[config.mk]
export PLATFORM = sky130hd
export DESIGN_NAME = sel_setup_loader
export DESIGN_NICKNAME = d
export VERILOG_FILES = /design/src/sel_pkg.sv /design/src/sel_setup_loader.sv /design/src/sel_wire_engine.sv
export VERILOG_INCLUDE_DIRS = /design/src
export SDC_FILE = /design/constraint.sdc
export NUM_CORES = 1
export LEC_CHECK = 0
export BUFFER_PORTS_ARGS = -buffer_cell sky130_fd_sc_hd__clkbuf_2
export CELL_PAD_IN_SITES_DETAIL_PLACEMENT = 2
export CELL_PAD_IN_SITES_GLOBAL_PLACEMENT = 2
export CORE_MARGIN = 2
export CORE_UTILIZATION = 39
export DETAILED_ROUTE_END_ITERATION = 10
export GPL_ROUTABILITY_DRIVEN = 0
export PLACE_DENSITY = 0.82
export SETUP_SLACK_MARGIN = 0.1
export SLEW_MARGIN = 40
export SYNTH_ARGS = -nofsm -noshare
export SYNTH_HDL_FRONTEND = slang
export SYNTH_SLANG_ARGS = --single-unit
[constraint.sdc]
create_clock -name clk_sys_in -period 6.2 [get_ports clk_sys_in]
set_input_delay 0.31 -clock clk_sys_in [delete_from_list [all_inputs] [get_ports clk_sys_in]]
set_output_delay 0.31 -clock clk_sys_in [all_outputs]
set_load 0.02 [all_outputs]
[src/sel_defs.svh]
`ifndef SEL_DEFS_SVH
`define SEL_DEFS_SVH

// ----------------------------------------------------------------
// Register byte offsets on the APB port
// ----------------------------------------------------------------
`define SEL_OFS_CTRL      8'h00
`define SEL_OFS_CONFIG    8'h04
`define SEL_OFS_BASE      8'h08
`define SEL_OFS_STA_LOW   8'h0C
`define SEL_OFS_STA_MID   8'h10
`define SEL_OFS_STA_HIGH  8'h14
`define SEL_OFS_GP        8'h18
`define SEL_OFS_PTR       8'h1C

// ----------------------------------------------------------------
// Control register bit positions
// ----------------------------------------------------------------
`define SEL_CTRL_TSEL     0
`define SEL_CTRL_RELOAD   1
`define SEL_CTRL_STORE    2

// ----------------------------------------------------------------
// Memory map of the serial store
// ----------------------------------------------------------------
`define SEL_WA_STA_LOW    6'h20
`define SEL_WA_STA_MID    6'h21
`define SEL_WA_STA_HIGH   6'h22
`define SEL_SEL_FIXED     3'h7
`define SEL_CFG_STRIDE    4

// ----------------------------------------------------------------
// Reset values
// ----------------------------------------------------------------
`define SEL_CONFIG_RST    16'h0000
`define SEL_BASE_RST      16'h0000
`define SEL_STA_RST       16'h0000

// ----------------------------------------------------------------
// Serial clock: 250 MHz system clock, serial clock at most 1 MHz
// ----------------------------------------------------------------
`define SEL_SYS_MHZ       250
`define SEL_SK_MAX_KHZ    1000
`define SEL_HALF_CYC      ((`SEL_SYS_MHZ * 1000) / (2 * `SEL_SK_MAX_KHZ))
// Chip select low time between commands, 250 ns.
`define SEL_CS_GAP_NS     250
`define SEL_CS_GAP_CYC    ((`SEL_CS_GAP_NS * `SEL_SYS_MHZ + 999) / 1000)

`endif

[src/sel_pkg.sv]
package sel_pkg;

  // Command kinds of the three-wire serial store.
  typedef enum logic [1:0] {
    SEL_OP_READ,
    SEL_OP_WRITE,
    SEL_OP_WREN
  } sel_op_t;

  // One request to the serial engine.
  typedef struct packed {
    sel_op_t     op;
    logic [5:0]  addr;
    logic [15:0] data;
  } sel_req_t;

  // Serial pins towards the store.
  typedef struct packed {
    logic cs;
    logic sk;
    logic di;
  } sel_pins_t;

endpackage : sel_pkg

[src/sel_setup_loader.sv]
// Notes on behaviour
// - After reset, load station address, base and configuration from the store.
// - Configuration word at select value times four, base word at next address.
// - Station address always comes from words 20h, 21h and 22h.
// - Select value seven loads only the station address; others keep defaults.
// - Store is 64 words of 16 bits, every access a whole word.
// - Target select bit: zero normal setup, one general-purpose word access.
// - Normal read updates configuration, base and station address registers.
// - Normal write stores configuration and base at select-chosen words.
// - Control bits 2..0 are store, reload, select; never saved or restored.
// - General read loads the pointed word into the general-purpose register.
// - General write stores the general-purpose register at the pointed word.
// - Software sets a trigger; device clears it when the operation ends.
// - While an operation runs, both trigger bits read back as one.
// - While an operation runs, all other register reads and writes are blocked.
// - With the presence pin low the store is never accessed.
`include "sel_defs.svh"

module sel_setup_loader
  import sel_pkg::*;
#(
  parameter int HALF_CYC = `SEL_HALF_CYC
) (
  input  wire logic        clk_sys_in,
  input  wire logic        arst_n_in,
  input  wire logic        psel_in,
  input  wire logic        penable_in,
  input  wire logic        pwrite_in,
  input  wire logic [7:0]  paddr_in,
  input  wire logic [31:0] pwdata_in,
  output logic [31:0]      prdata_out,
  output logic             pready_out,
  output logic             pslverr_out,
  input  wire logic [2:0]  config_select_pins_in,
  input  wire logic        nvm_present_pin_in,
  input  wire logic        nvm_do_in,
  output logic             nvm_cs_out,
  output logic             nvm_sk_out,
  output logic             nvm_di_out,
  output logic [15:0]      config_out,
  output logic [15:0]      base_out,
  output logic [47:0]      station_addr_out,
  output logic             busy_out
);

  // ----------------------------------------------------------------
  // Sequencer states
  // ----------------------------------------------------------------
  typedef enum logic [2:0] {SEL_S_BOOT, SEL_S_IDLE, SEL_S_ISSUE, SEL_S_WAIT, SEL_S_FIN} sel_st_t;

  sel_st_t     state_r;
  logic [2:0]  step_r;
  logic        tsel_r;
  logic        reload_r;
  logic        store_r;
  logic [15:0] config_r;
  logic [15:0] base_r;
  logic [15:0] sta_low_r;
  logic [15:0] sta_mid_r;
  logic [15:0] sta_high_r;
  logic [15:0] gp_r;
  logic [5:0]  ptr_r;
  logic        start_r;
  sel_req_t    req_r;
  sel_pins_t   pins;
  logic [15:0] eng_rdata;
  logic        eng_done;
  logic        busy;
  logic        wr_acc;
  logic        mapped;
  logic [5:0]  cfg_wa;
  logic [2:0]  last_step;
  logic [31:0] rdata_nxt;

  // ----------------------------------------------------------------
  // Bus decode
  // ----------------------------------------------------------------
  // Busy covers every store operation, the boot load among them.
  assign busy   = (state_r != SEL_S_IDLE);
  // Each select value owns a slot of four words; the top of the product never exceeds six bits.
  assign cfg_wa = 6'(config_select_pins_in * `SEL_CFG_STRIDE);
  assign mapped = (paddr_in[1:0] == 2'b00) && (paddr_in <= `SEL_OFS_PTR);
  // Other registers refuse access while busy; the error flags the blocked access.
  assign wr_acc = psel_in && penable_in && pwrite_in && !busy && mapped;
  // No register needs a wait state, so every access ends in its first access cycle.
  assign pready_out  = 1'b1;
  assign pslverr_out = psel_in && penable_in && (!mapped || (busy && paddr_in != `SEL_OFS_CTRL));
  assign busy_out    = busy;

  // Normal reads walk config, base, then three station words, select seven skipping the first two; stores end after base.
  assign last_step = (tsel_r) ? 3'd0 : (store_r ? 3'd1 : 3'd4);

  // ----------------------------------------------------------------
  // Read data, registered
  // ----------------------------------------------------------------
  always_comb begin
    rdata_nxt = 32'h0000_0000;
    if (paddr_in == `SEL_OFS_CTRL) begin
      rdata_nxt[`SEL_CTRL_TSEL]   = tsel_r;
      rdata_nxt[`SEL_CTRL_RELOAD] = reload_r || busy;
      rdata_nxt[`SEL_CTRL_STORE]  = store_r || busy;
    end else if (!busy) begin
      unique case (paddr_in)
        `SEL_OFS_CONFIG:   rdata_nxt[15:0] = config_r;
        `SEL_OFS_BASE:     rdata_nxt[15:0] = base_r;
        `SEL_OFS_STA_LOW:  rdata_nxt[15:0] = sta_low_r;
        `SEL_OFS_STA_MID:  rdata_nxt[15:0] = sta_mid_r;
        `SEL_OFS_STA_HIGH: rdata_nxt[15:0] = sta_high_r;
        `SEL_OFS_GP:       rdata_nxt[15:0] = gp_r;
        `SEL_OFS_PTR:      rdata_nxt[5:0]  = ptr_r;
        default:           rdata_nxt = 32'h0000_0000;
      endcase
    end
  end

  // Read data changes in the setup phase so it is stable during access.
  always_ff @(posedge clk_sys_in or negedge arst_n_in) begin
    if (!arst_n_in) begin
      prdata_out <= 32'h0000_0000;
    end else if (psel_in && !penable_in) begin
      prdata_out <= rdata_nxt;
    end
  end

  // ----------------------------------------------------------------
  // Control bits and trigger handshake
  // ----------------------------------------------------------------
  // The control bits live only in flops and never travel to the store.
  always_ff @(posedge clk_sys_in or negedge arst_n_in) begin
    if (!arst_n_in) begin
      tsel_r   <= 1'b0;
      reload_r <= 1'b0;
      store_r  <= 1'b0;
    end else if (state_r == SEL_S_FIN) begin
      reload_r <= 1'b0;
      store_r  <= 1'b0;
    end else if (wr_acc && paddr_in == `SEL_OFS_CTRL) begin
      tsel_r   <= pwdata_in[`SEL_CTRL_TSEL];
      // Reload wins when both are set in one write.
      // Without a fitted store a trigger is dropped, so polling software never waits forever.
      reload_r <= pwdata_in[`SEL_CTRL_RELOAD] && nvm_present_pin_in;
      store_r  <= pwdata_in[`SEL_CTRL_STORE] && !pwdata_in[`SEL_CTRL_RELOAD] && nvm_present_pin_in;
    end
  end

  // ----------------------------------------------------------------
  // Sequencer
  // ----------------------------------------------------------------
  always_ff @(posedge clk_sys_in or negedge arst_n_in) begin
    if (!arst_n_in) begin
      state_r <= SEL_S_BOOT;
      step_r  <= 3'd0;
      start_r <= 1'b0;
      req_r   <= '0;
    end else begin
      start_r <= 1'b0;
      unique case (state_r)
        SEL_S_BOOT: begin
          // Boot load runs as a normal reload, unless no store is fitted.
          if (!nvm_present_pin_in) begin
            state_r <= SEL_S_IDLE;
          end else begin
            step_r  <= (config_select_pins_in == `SEL_SEL_FIXED) ? 3'd2 : 3'd0;
            state_r <= SEL_S_ISSUE;
          end
        end
        SEL_S_IDLE: begin
          if (reload_r) begin
            step_r  <= (!tsel_r && config_select_pins_in == `SEL_SEL_FIXED) ? 3'd2 : 3'd0;
            state_r <= SEL_S_ISSUE;
          end else if (store_r) begin
            // Writes are preceded by a write-enable command.
            step_r  <= 3'd0;
            req_r   <= '{op: SEL_OP_WREN, addr: 6'h00, data: 16'h0000};
            start_r <= 1'b1;
            state_r <= SEL_S_WAIT;
          end
        end
        SEL_S_ISSUE: begin
          req_r.op <= store_r ? SEL_OP_WRITE : SEL_OP_READ;
          if (tsel_r) begin
            req_r.addr <= ptr_r;
            req_r.data <= gp_r;
          end else begin
            unique case (step_r)
              3'd0:    req_r.addr <= cfg_wa;
              3'd1:    req_r.addr <= cfg_wa + 6'h01;
              3'd2:    req_r.addr <= `SEL_WA_STA_LOW;
              3'd3:    req_r.addr <= `SEL_WA_STA_MID;
              default: req_r.addr <= `SEL_WA_STA_HIGH;
            endcase
            // Only the write steps use the data; read steps carry it along unused.
            req_r.data <= (step_r == 3'd0) ? config_r : base_r;
          end
          start_r <= 1'b1;
          state_r <= SEL_S_WAIT;
        end
        SEL_S_WAIT: begin
          // Each read or write done pulse before the last step advances the walk by one word.
          if (eng_done) begin
            if (req_r.op == SEL_OP_WREN) begin
              // Fixed select has no setup words to store.
              if (!tsel_r && config_select_pins_in == `SEL_SEL_FIXED) begin
                state_r <= SEL_S_FIN;
              end else begin
                state_r <= SEL_S_ISSUE;
              end
            end else if (step_r == last_step) begin
              state_r <= SEL_S_FIN;
            end else begin
              step_r  <= step_r + 3'd1;
              state_r <= SEL_S_ISSUE;
            end
          end
        end
        SEL_S_FIN: begin
          state_r <= SEL_S_IDLE;
        end
        default: begin
          state_r <= SEL_S_IDLE;
        end
      endcase
    end
  end

  // ----------------------------------------------------------------
  // Setup registers: loaded from the store or written by software
  // ----------------------------------------------------------------
  always_ff @(posedge clk_sys_in or negedge arst_n_in) begin
    if (!arst_n_in) begin
      config_r   <= `SEL_CONFIG_RST;
      base_r     <= `SEL_BASE_RST;
      sta_low_r  <= `SEL_STA_RST;
      sta_mid_r  <= `SEL_STA_RST;
      sta_high_r <= `SEL_STA_RST;
      gp_r       <= 16'h0000;
      ptr_r      <= 6'h00;
    // A finished store read wins over a bus write; writes are blocked while busy anyway.
    end else if (eng_done && req_r.op == SEL_OP_READ) begin
      if (tsel_r) begin
        gp_r <= eng_rdata;
      end else begin
        unique case (step_r)
          3'd0:    config_r   <= eng_rdata;
          3'd1:    base_r     <= eng_rdata;
          3'd2:    sta_low_r  <= eng_rdata;
          3'd3:    sta_mid_r  <= eng_rdata;
          default: sta_high_r <= eng_rdata;
        endcase
      end
    end else if (wr_acc) begin
      unique case (paddr_in)
        `SEL_OFS_CONFIG:   config_r   <= pwdata_in[15:0];
        `SEL_OFS_BASE:     base_r     <= pwdata_in[15:0];
        `SEL_OFS_STA_LOW:  sta_low_r  <= pwdata_in[15:0];
        `SEL_OFS_STA_MID:  sta_mid_r  <= pwdata_in[15:0];
        `SEL_OFS_STA_HIGH: sta_high_r <= pwdata_in[15:0];
        `SEL_OFS_GP:       gp_r       <= pwdata_in[15:0];
        `SEL_OFS_PTR:      ptr_r      <= pwdata_in[5:0];
        default:           ;
      endcase
    end
  end

  // Setup values leave the block straight from their flops.
  assign config_out       = config_r;
  assign base_out         = base_r;
  assign station_addr_out = {sta_high_r, sta_mid_r, sta_low_r};

  // ----------------------------------------------------------------
  // Serial engine
  // ----------------------------------------------------------------
  sel_wire_engine #(
    .HALF_CYC (HALF_CYC)
  ) u_engine (
    .clk_sys_in (clk_sys_in),
    .arst_n_in  (arst_n_in),
    .start_in   (start_r),
    .req_in     (req_r),
    .nvm_do_in  (nvm_do_in),
    .pins_out   (pins),
    .rdata_out  (eng_rdata),
    .done_out   (eng_done)
  );

  // Pins are held quiet whenever no store is fitted.
  assign nvm_cs_out = pins.cs && nvm_present_pin_in;
  assign nvm_sk_out = pins.sk && nvm_present_pin_in;
  assign nvm_di_out = pins.di && nvm_present_pin_in;

  // ----------------------------------------------------------------
  // Checks
  // ----------------------------------------------------------------
  // Each check watches what the sequencer, the engine or the bus port drives.
  AST_TRIG_BUSY: assert property (@(posedge clk_sys_in) disable iff (!arst_n_in)
    (psel_in && !penable_in && paddr_in == `SEL_OFS_CTRL && busy) |=> (prdata_out[2:1] == 2'b11))
    else $error("Trigger bits not both high while busy.");
  AST_NO_WR_BUSY: assert property (@(posedge clk_sys_in) disable iff (!arst_n_in)
    (busy && !eng_done && psel_in && penable_in && pwrite_in && paddr_in == `SEL_OFS_CONFIG) |=> $stable(config_r))
    else $error("Register written while busy.");
  AST_CLEAR_DONE: assert property (@(posedge clk_sys_in) disable iff (!arst_n_in)
    (state_r == SEL_S_FIN) |=> (!reload_r && !store_r && state_r == SEL_S_IDLE))
    else $error("Trigger not cleared at end.");
  AST_NO_ACCESS: assert property (@(posedge clk_sys_in) disable iff (!arst_n_in)
    !nvm_present_pin_in |-> !pins.cs)
    else $error("Store selected while absent.");
  AST_CFG_ADDR: assert property (@(posedge clk_sys_in) disable iff (!arst_n_in)
    (start_r && !tsel_r && step_r == 3'd1 && req_r.op != SEL_OP_WREN)
    |-> (req_r.addr == {config_select_pins_in, 2'b01}))
    else $error("Base word address wrong.");
  AST_STA_ADDR: assert property (@(posedge clk_sys_in) disable iff (!arst_n_in)
    (start_r && !tsel_r && step_r == 3'd2 && req_r.op == SEL_OP_READ) |-> (req_r.addr == `SEL_WA_STA_LOW))
    else $error("Station address word wrong.");
  AST_GP_ADDR: assert property (@(posedge clk_sys_in) disable iff (!arst_n_in)
    (start_r && tsel_r && req_r.op != SEL_OP_WREN) |-> (req_r.addr == ptr_r))
    else $error("Pointer address not used.");
  AST_FIXED_SEL: assert property (@(posedge clk_sys_in) disable iff (!arst_n_in)
    (start_r && !tsel_r && config_select_pins_in == `SEL_SEL_FIXED) |-> (step_r >= 3'd2 || req_r.op == SEL_OP_WREN))
    else $error("Setup word accessed with fixed select.");
  AST_CFG_WORD: assert property (@(posedge clk_sys_in) disable iff (!arst_n_in)
    (start_r && !tsel_r && step_r == 3'd0 && req_r.op != SEL_OP_WREN)
    |-> (req_r.addr == {config_select_pins_in, 2'b00}))
    else $error("Configuration word address wrong.");
  AST_STA_MID: assert property (@(posedge clk_sys_in) disable iff (!arst_n_in)
    (start_r && !tsel_r && step_r == 3'd3 && req_r.op == SEL_OP_READ) |-> (req_r.addr == `SEL_WA_STA_MID))
    else $error("Middle station word wrong.");
  AST_STA_HIGH: assert property (@(posedge clk_sys_in) disable iff (!arst_n_in)
    (start_r && !tsel_r && step_r == 3'd4 && req_r.op == SEL_OP_READ) |-> (req_r.addr == `SEL_WA_STA_HIGH))
    else $error("High station word wrong.");
  AST_BLOCK_RD: assert property (@(posedge clk_sys_in) disable iff (!arst_n_in)
    (psel_in && !penable_in && busy && paddr_in != `SEL_OFS_CTRL) |=> (prdata_out == 32'h0000_0000))
    else $error("Blocked register read returned data.");
  AST_WR_STORE: assert property (@(posedge clk_sys_in) disable iff (!arst_n_in)
    (start_r && req_r.op == SEL_OP_WRITE) |-> store_r)
    else $error("Store write without store trigger.");
  AST_TRIG_START: assert property (@(posedge clk_sys_in) disable iff (!arst_n_in)
    (state_r == SEL_S_IDLE && (reload_r || store_r)) |=> busy)
    else $error("Trigger did not start an operation.");
  AST_SK_QUIET: assert property (@(posedge clk_sys_in) disable iff (!arst_n_in)
    !nvm_cs_out |-> !nvm_sk_out)
    else $error("Serial clock moved outside a frame.");

endmodule : sel_setup_loader

[src/sel_wire_engine.sv]
`include "sel_defs.svh"

// ----------------------------------------------------------------
// Three-wire serial engine: one command per start pulse.
// ----------------------------------------------------------------
module sel_wire_engine
  import sel_pkg::*;
#(
  parameter int HALF_CYC = `SEL_HALF_CYC
) (
  input  wire logic      clk_sys_in,
  input  wire logic      arst_n_in,
  input  wire logic      start_in,
  input  wire sel_req_t  req_in,
  input  wire logic      nvm_do_in,
  output sel_pins_t      pins_out,
  output logic [15:0]    rdata_out,
  output logic           done_out
);

  typedef enum logic [2:0] {SEL_E_IDLE, SEL_E_SHIFT, SEL_E_GAP, SEL_E_BUSY, SEL_E_END} sel_est_t;

  sel_est_t    state_r;
  logic [15:0] div_r;
  logic        tick;
  logic [26:0] sr_r;
  logic [5:0]  cnt_r;
  logic        rd_r;
  logic        wr_r;

  // Divider gives a one-cycle enable per serial half period.
  assign tick = (div_r == 16'(HALF_CYC - 1));
  always_ff @(posedge clk_sys_in or negedge arst_n_in) begin
    if (!arst_n_in) begin
      div_r <= 16'h0000;
    end else if (state_r == SEL_E_IDLE || tick) begin
      div_r <= 16'h0000;
    end else begin
      div_r <= div_r + 16'h0001;
    end
  end

  // Frame: start bit, opcode, address, then 16 data bits shifted out or in; a write-enable frame ends after the address.
  always_ff @(posedge clk_sys_in or negedge arst_n_in) begin
    if (!arst_n_in) begin
      state_r   <= SEL_E_IDLE;
      pins_out  <= '0;
      sr_r      <= '0;
      cnt_r     <= 6'h00;
      rd_r      <= 1'b0;
      wr_r      <= 1'b0;
      rdata_out <= 16'h0000;
      done_out  <= 1'b0;
    end else begin
      done_out <= 1'b0;
      unique case (state_r)
        SEL_E_IDLE: begin
          if (start_in) begin
            rd_r  <= (req_in.op == SEL_OP_READ);
            wr_r  <= (req_in.op == SEL_OP_WRITE);
            // The start bit is set up here, so only opcode, address and data wait in the shifter.
            unique case (req_in.op)
              SEL_OP_READ:  sr_r <= {2'b10, req_in.addr, 16'h0000, 3'b000};
              SEL_OP_WRITE: sr_r <= {2'b01, req_in.addr, req_in.data, 3'b000};
              default:      sr_r <= {2'b00, 6'h30, 16'h0000, 3'b000};
            endcase
            cnt_r        <= (req_in.op == SEL_OP_WREN) ? 6'd9 : 6'd25;
            pins_out.di  <= 1'b1;
            pins_out.cs  <= 1'b1;
            state_r      <= SEL_E_SHIFT;
          end
        end
        SEL_E_SHIFT: begin
          // Data moves only as the clock falls, never with the rising edge at which the store samples it.
          if (tick) begin
            if (!pins_out.sk) begin
              if (cnt_r == 6'h00) begin
                pins_out.cs <= 1'b0;
                pins_out.di <= 1'b0;
                state_r     <= SEL_E_GAP;
              end else begin
                pins_out.sk <= 1'b1;
              end
            end else begin
              pins_out.sk <= 1'b0;
              pins_out.di <= sr_r[26];
              sr_r        <= {sr_r[25:0], 1'b0};
              cnt_r       <= cnt_r - 6'h01;
              if (rd_r && cnt_r <= 6'd16) begin
                rdata_out <= {rdata_out[14:0], nvm_do_in};
              end
            end
          end
        end
        SEL_E_GAP: begin
          // Chip select low, then back high so a write can report ready.
          if (tick) begin
            if (wr_r) begin
              pins_out.cs <= 1'b1;
              state_r     <= SEL_E_BUSY;
            end else begin
              state_r <= SEL_E_END;
            end
          end
        end
        SEL_E_BUSY: begin
          // Store drives its data pin high once the internal write has ended.
          if (tick && nvm_do_in) begin
            pins_out.cs <= 1'b0;
            state_r     <= SEL_E_END;
          end
        end
        SEL_E_END: begin
          done_out <= 1'b1;
          state_r  <= SEL_E_IDLE;
        end
      endcase
    end
  end

endmodule : sel_wire_engine
==> results of run 1 <==
==> path summary, 6_finish.rpt <==
check,endpoint,slack (ns),cells past startpoint
worst max-delay path,u_engine.rdata_out[10],3.24,5
worst min-delay path,ptr_r[4],0.04,2
worst max register to register,u_engine.rdata_out[10],3.24,5
worst min register to register,prdata_out[7],0.48,2
max in group asynchronous,u_engine.rdata_out[1],4.63,5
min in group asynchronous,state_r[2],0.22,2
==> cell families after synthesis <==
family | after synthesis
AOI/OAI and AO/OA | 280
xor gates and xnor gates | 17
adders and majority gates | 9
buffers and inverters | 118
DFF | 223
muxes | 99
other | 2
and+or+nand+nor | 330
==> cells in the mapped netlist, types with 4 or more instances <==
cell	n	share of area
ha_1	9	0.010
inv_1	33	0.012
o22ai_1	7	0.0041
buf_4	17	0.012
nor3b_1	10	0.0070
o21ai_0	74	0.034
and3_1	6	0.0035
mux2i_1	72	0.067
nand3_1	15	0.0070
mux4_2	4	0.0084
mux2_2	13	0.014
xor2_1	8	0.0065
a22o_1	28	0.023
a22oi_1	25	0.017
nor3_1	19	0.0089
nor2_1	130	0.045
nor4_1	4	0.0023
a31oi_1	5	0.0029
buf_1	10	0.0035
clkbuf_1	55	0.019
a21oi_1	104	0.048
nand4_1	8	0.0047
o2bb2ai_1	16	0.013
nor4b_1	5	0.0041
and2_1	5	0.0029
nand2_1	103	0.036
dfrtp_1	223	0.52
mux2_4	10	0.014
xnor2_1	9	0.0073
==> power breakdown <==
group          switching (mW)  total, mW  leakage (nW)  internal [mW]
Combinational          0.0820      0.106          2.67         0.0243
Clock                   0.667       1.72         0.483           1.06
Sequential           0.000998       1.46          3.06           1.46
==> metal layers <==
layer	wire [um]	global-route usage	up-vias
li1	-	-	4001
met1	16500	0.354	4851
met2	19700	0.482	257
met3	1940	0.0514	91
met4	1300	0.0936	0
met5	0	0	-
==> layout make-up <==
type                            instances  area, um2
Clock buffer                           40        835
Clock inverter                         10        141
Timing Repair Buffer                  158        931
Multi-Input combinational cell        752       4790
Fill cell                            2830      14200
Sequential cell                       223       5580
Inverter                               33        124
Tap cell                              341        427
==> what timing repair did <==
action | CTS | global route
endpoints found under the setup margin | 0 | 0
setup buffers | 0 | 0
hold buffers | 1 | 0
hold endpoints to repair | 78 | 0
==> run_results.csv, run 1 <==
group,metric,value,unit
synthesis,async_flop_share,1.00,
setup_path,reg2reg_from,"u_engine.div_r[11]",
setup_path,path_cells,"or4_4, nor4_4, and3_4, nand4_4, mux2_4",
final_layout,design_area,12800,um2
final_layout,fin_nets,1254,
die,die-area,28900,um2
power,peakVddDrop,0.000262,V
clocking,cts_made_buffers,27,
setup_path,crit_path_start,"u_engine.div_r[11]",
sta,setup_viol,0,
synthesis,synth_compound_area_frac,0.161,
synthesis,synth_top_family_by_area,"compound AO/OA/AOI/OAI gates",
sta,min_period,2.96,ns
sta,hold_viol,0,
drt,initialDrtViolationCount,543,
drt,viasPerCell,5.91,
synthesis,yosys_warnings,0,
drt,dr_total_vias,9200,
clocking,ctsResizeCount,0,
grt,track_usage,0.279,
final_layout,antenna_cells,0,
clocking,cts_max_level,1,
synthesis,synth_seq_area_share,0.519,
sta,fmax,0.337,GHz
drt,post_drt_wl_per_cell,25.3,um
final_layout,most-common-layout-cells,"dfrtp_1, clkbuf_2, nor2_1, nand2_1, a21oi_1",
drt,drc_errors,0,
synthesis,synth-simple-area-share,0.144,
clocking,cts-root-buf,"clkbuf_16",
sta,min_period_over_period,0.478,
grt,grt_pass1_vias,10254,
sta,maxSlewViolCount,0,
job,drv_cap,0,
placement,placed_cell_area,11800,um2
clocking,clkTransAtPathRegs,0.06,ns
final_layout,fin_cells,1557,
die,std_cell_rows,60,
sta,finalSetupTns,0,ns
final_layout,drive_above_1_share,0.211,
sta,worst_slack,3.24,ns
setup_path,slowest_stage,"nor4_4",
drt,routed_wirelength,39400,um
setup_path,setup.worst_path.class,"flop to flop",
placement,preCtsSetupSlack,2.89,ns
setup_path,cp.arrival,3.40,ns
drt,ant_nets,0,
synthesis,synth_xor_xnor_area_share,0.0139,
synthesis,synthAdderAreaFrac,0.0105,
setup_path,path_delay_family,"simple AND/OR/NAND/NOR gates",
synthesis,syn_area,10700,um2
worst_hold_path,min_path_type,"input pin to flop",
clocking,clockBufferDepth,3,
die,die_h,170,um
final_layout,reg.largest.list,"req_r (24), u_engine.sr_r (24)",
placement,port_buffers,134,
grt,antenna_found_initial,0,
die,chipWidth,170,um
power,leakagePower,6.21,nW
drt,first_pass_iters,4,
outcome,status,"completed",
power,powerDensity,256,nW/um2
sta,finalClockSkew,0.0235,ns
setup_path,start_kind,"flop",
placement,dp_hpwl,26100,um
synthesis,synth_ff_type,"dfrtp_1",
grt,grt_pass1_wl,62200,um
synthesis,synth_edf_count,0,
clocking,clk_latency,0.55,ns
synthesis,synth.distinct_cells,62,
synthesis,syn_inst,1078,
clocking,tritoncts,"done",
setup_path,crit_fanout,16,
setup_path,cp_num_buf_inv,0,
power,total_power,3.29,mW
worst_hold_path,hold_start,"pwdata_in[4]",
clocking,cts.sinks,223,
final_layout,syn2layout_area_growth,19.4,%
grt,grt_max_degree,81,
synthesis,avgSynthCellArea,9.97,um2
grt,grt_overflow,0,
setup_path,crit_required,6.63,ns
sta,holdWs,0.0376,ns
sta,max-slew-margin-rel,0.461,
sta,tightest_slew,0.795,ns
setup_path,worstSetupEndpointType,"flop",
die,io_pins,168,
final_layout,fin_util,0.475,
synthesis,synthMuxAreaShare,0.103,
placement,place_inst,1506,
die,start_util,0.397,
sta,rsz0062_at_grt,"false",
die,core_area,27000,um2
final_layout,final_common_cell,"dfrtp_1",
synthesis,synth_seq_cells,223,
setup_path,cp_slowest_stage_delay,0.60,ns
Note: power is estimated with default switching activity, not from simulation.
==> inputs of run 2 (changes only) <==
--- a/config.mk
+++ b/config.mk
@@ -6,14 +6,15 @@
 export SDC_FILE = /design/constraint.sdc
 export NUM_CORES = 1
 export LEC_CHECK = 0
+export ABC_AREA = 1
 export BUFFER_PORTS_ARGS = -buffer_cell sky130_fd_sc_hd__clkbuf_2
 export CELL_PAD_IN_SITES_DETAIL_PLACEMENT = 2
 export CELL_PAD_IN_SITES_GLOBAL_PLACEMENT = 2
 export CORE_MARGIN = 2
-export CORE_UTILIZATION = 39
+export CORE_UTILIZATION = 33
 export DETAILED_ROUTE_END_ITERATION = 10
 export GPL_ROUTABILITY_DRIVEN = 0
-export PLACE_DENSITY = 0.82
+export PLACE_DENSITY = 0.76
 export SETUP_SLACK_MARGIN = 0.1
 export SLEW_MARGIN = 40
 export SYNTH_ARGS = -nofsm -noshare
==> constraint.sdc (replaced) <==
create_clock -name clk_sys_in -period 2.8 [get_ports clk_sys_in]
set_input_delay 0.14 -clock clk_sys_in [delete_from_list [all_inputs] [get_ports clk_sys_in]]
set_output_delay 0.14 -clock clk_sys_in [all_outputs]
set_load 0.02 [all_outputs]
==> run_results.csv, run 2 <==
group,metric,value,unit
synthesis,avgSynthCellArea,7.55,um2
die,std_cell_rows,68,
clocking,cts_made_buffers,28,
sta,fmax,0.409,GHz
grt,grt_overflow,0,
synthesis,synth_seq_cells,223,
synthesis,synth_compound_area_frac,0.119,
clocking,clk_latency,0.56,ns
job,drv_cap,0,
grt,grt_pass1_wl,69800,um
die,core_area,34700,um2
sta,rsz0062_at_grt,"false",
synthesis,async_flop_share,1.00,
synthesis,synth-simple-area-share,0.298,
drt,dr_total_vias,11020,
final_layout,fin_util,0.398,
drt,post_drt_wl_per_cell,20.4,um
drt,viasPerCell,5.13,
synthesis,synth_edf_count,0,
grt,grt_max_degree,73,
final_layout,n_fill_cell,4099,
synthesis,synthMuxAreaShare,0,
setup_path,rr_worst_depth,10,
power,total_power,8.69,mW
grt,antenna_found_initial,0,
drt,drc_errors,0,
die,start_util,0.337,
final_layout,syn2layout_area_growth,18.1,%
placement,preCtsSetupSlack,0.351,ns
sta,tightest_slew,0.698,ns
placement,placed_cell_area,12800,um2
clocking,cts.sinks,223,
setup_path,cp.arrival,2.88,ns
synthesis,syn_inst,1549,
setup_path,worstSetupEndpointType,"flop",
sta,min_period_over_period,0.873,
synthesis,netlist.area_leader.share,0.477,
sta,max-slew-margin-rel,0.533,
final_layout,most-common-layout-cells,"nand2_1, dfrtp_1, nand3_1, inv_1, clkbuf_2",
power,peakVddDrop,0.000431,V
worst_hold_path,hold_end,"gp_r[8]",
die,die-area,37000,um2
setup_path,crit_required,3.24,ns
synthesis,yosysTopAreaCell,"dfrtp_1",
die,io_pins,168,
clocking,tritoncts,"done",
synthesis,yosys_warnings,0,
placement,port_buffers,134,
worst_hold_path,min_path_type,"input pin to flop",
grt,track_usage,0.243,
synthesis,synth_top_family_by_area,"simple AND/OR/NAND/NOR gates",
final_layout,reg.largest.list,"req_r (24), u_engine.sr_r (24)",
power,leakagePower,7.06,nW
setup_path,reg2reg_from,"state_r[2]",
synthesis,synth.distinct_cells,41,
sta,maxSlewViolCount,0,
sta,hold_viol,0,
worst_hold_path,min_path_cells,4,
sta,finalSetupTns,0,ns
final_layout,antenna_cells,0,
placement,dp_hpwl,32400,um
setup_path,crit_path_start,"state_r[2]",
drt,first_pass_iters,4,
power,powerDensity,629,nW/um2
synthesis,synth_ff_type,"dfrtp_1",
placement,place_inst,2093,
clocking,ctsResizeCount,0,
worst_hold_path,hold_start,"pwdata_in[8]",
die,chipWidth,192,um
clocking,cts-root-buf,"clkbuf_16",
clocking,clkTransAtPathRegs,0.06,ns
grt,grt_pass1_vias,11937,
setup_path,setup.worst_path.class,"flop to flop",
sta,finalClockSkew,0.0304,ns
final_layout,final_common_cell,"nand2_1",
final_layout,fin_cells,2150,
sta,min_period,2.44,ns
drt,ant_nets,0,
sta,setup_viol,0,
synthesis,synth_xor_xnor_area_share,0.00449,
synthesis,synthAdderAreaFrac,0.00963,
synthesis,syn_area,11700,um2
final_layout,design_area,13800,um2
drt,routed_wirelength,43800,um
setup_path,start_kind,"flop",
drt,initialDrtViolationCount,554,
die,die_h,192,um
clocking,cts_max_level,1,
sta,worst_slack,0.356,ns
synthesis,synthTopCellsByCount,"nand2_1, dfrtp_1, nand3_1, inv_1, nor2_1",
final_layout,drive_above_1_share,0.144,
clocking,clockBufferDepth,3,
setup_path,crit_fanout,21,
final_layout,fin_nets,1736,
synthesis,yosysMostFrequentCell,"nand2_1",
synthesis,synth_seq_area_share,0.477,
setup_path,rrSetupSlack,0.36,ns
outcome,status,"completed",
sta,holdWs,0.0399,ns
setup_path,rr_endpoint,"sta_low_r[0]",
synthesis,ys_top_cells_by_area,"dfrtp_1, nand2_1, nand3_1",
run 2: cell families after synthesis:
logic type                 count (synthesis)
other                                      2
xor gates and xnor gates                   6
buffers and inverters                    239
DFF                                      223
AOI/OAI and AO/OA                        245
and+or+nand+nor                          825
adders and majority gates                  9
run 2: final cells by class:
| type | instances | area, um2 | area share |
|---|---|---|---|
| flip-flops and latches | 223 | 5580 | 0.404 |
| multi-input cells | 1102 | 5130 | 0.371 |
| repair buffers | 173 | 1050 | 0.0757 |
| clock buffers | 41 | 861 | 0.0623 |
| well taps | 455 | 569 | 0.0412 |
| inverters | 149 | 559 | 0.0405 |
| clock inverters | 7 | 71.3 | 0.00516 |
run 2: what timing repair did:
action / 4_1_cts / 5_1_grt
hold buffers: 9 / 0
setup buffers: 0 / 0
endpoints found under the hold margin: 78 / 0
run 2: power breakdown:
group | switching [mW] | internal [mW]
Sequential | 0.101 | 3.42
Clock | 1.46 | 2.20
Combinational | 1.03 | 0.466
Total | 2.60 | 6.09
run 2: metal layers:
| metal | vias to the layer above | wire, um | global-route usage |
|---|---|---|---|
| met4 | 0 | 1000 | 0.0528 |
| met1 | 5601 | 20000 | 0.335 |
| li1 | 5204 | - | - |
| met2 | 165 | 21400 | 0.416 |
| met3 | 50 | 1400 | 0.0222 |
| met5 | - | 0 | 0 |
run 2: worst max-delay path: stages (launching register included):
cell     delay, ns
dfrtp_1       0.40
inv_2         0.09
nand2_1       0.09
nor2_2        0.19
nand3_1       0.16
nor2_2        0.15
nand2_2       0.14
o21ai_4       0.30
nand2_1       0.57
nand2_1       0.18
nand2_1       0.07
run 2: how the worst max path moves through the flow:
stage	endpoint	slack, ns	depth (start not counted)
after CTS	sta_low_r[0]	0.30	10
after global placement	sta_low_r[10]	0.45	10
after detailed placement	sta_low_r[0]	0.35	10
after floorplan	sta_high_r[10]	1.04	9
after global routing	sta_low_r[4]	0.17	10
final	sta_low_r[0]	0.36	10
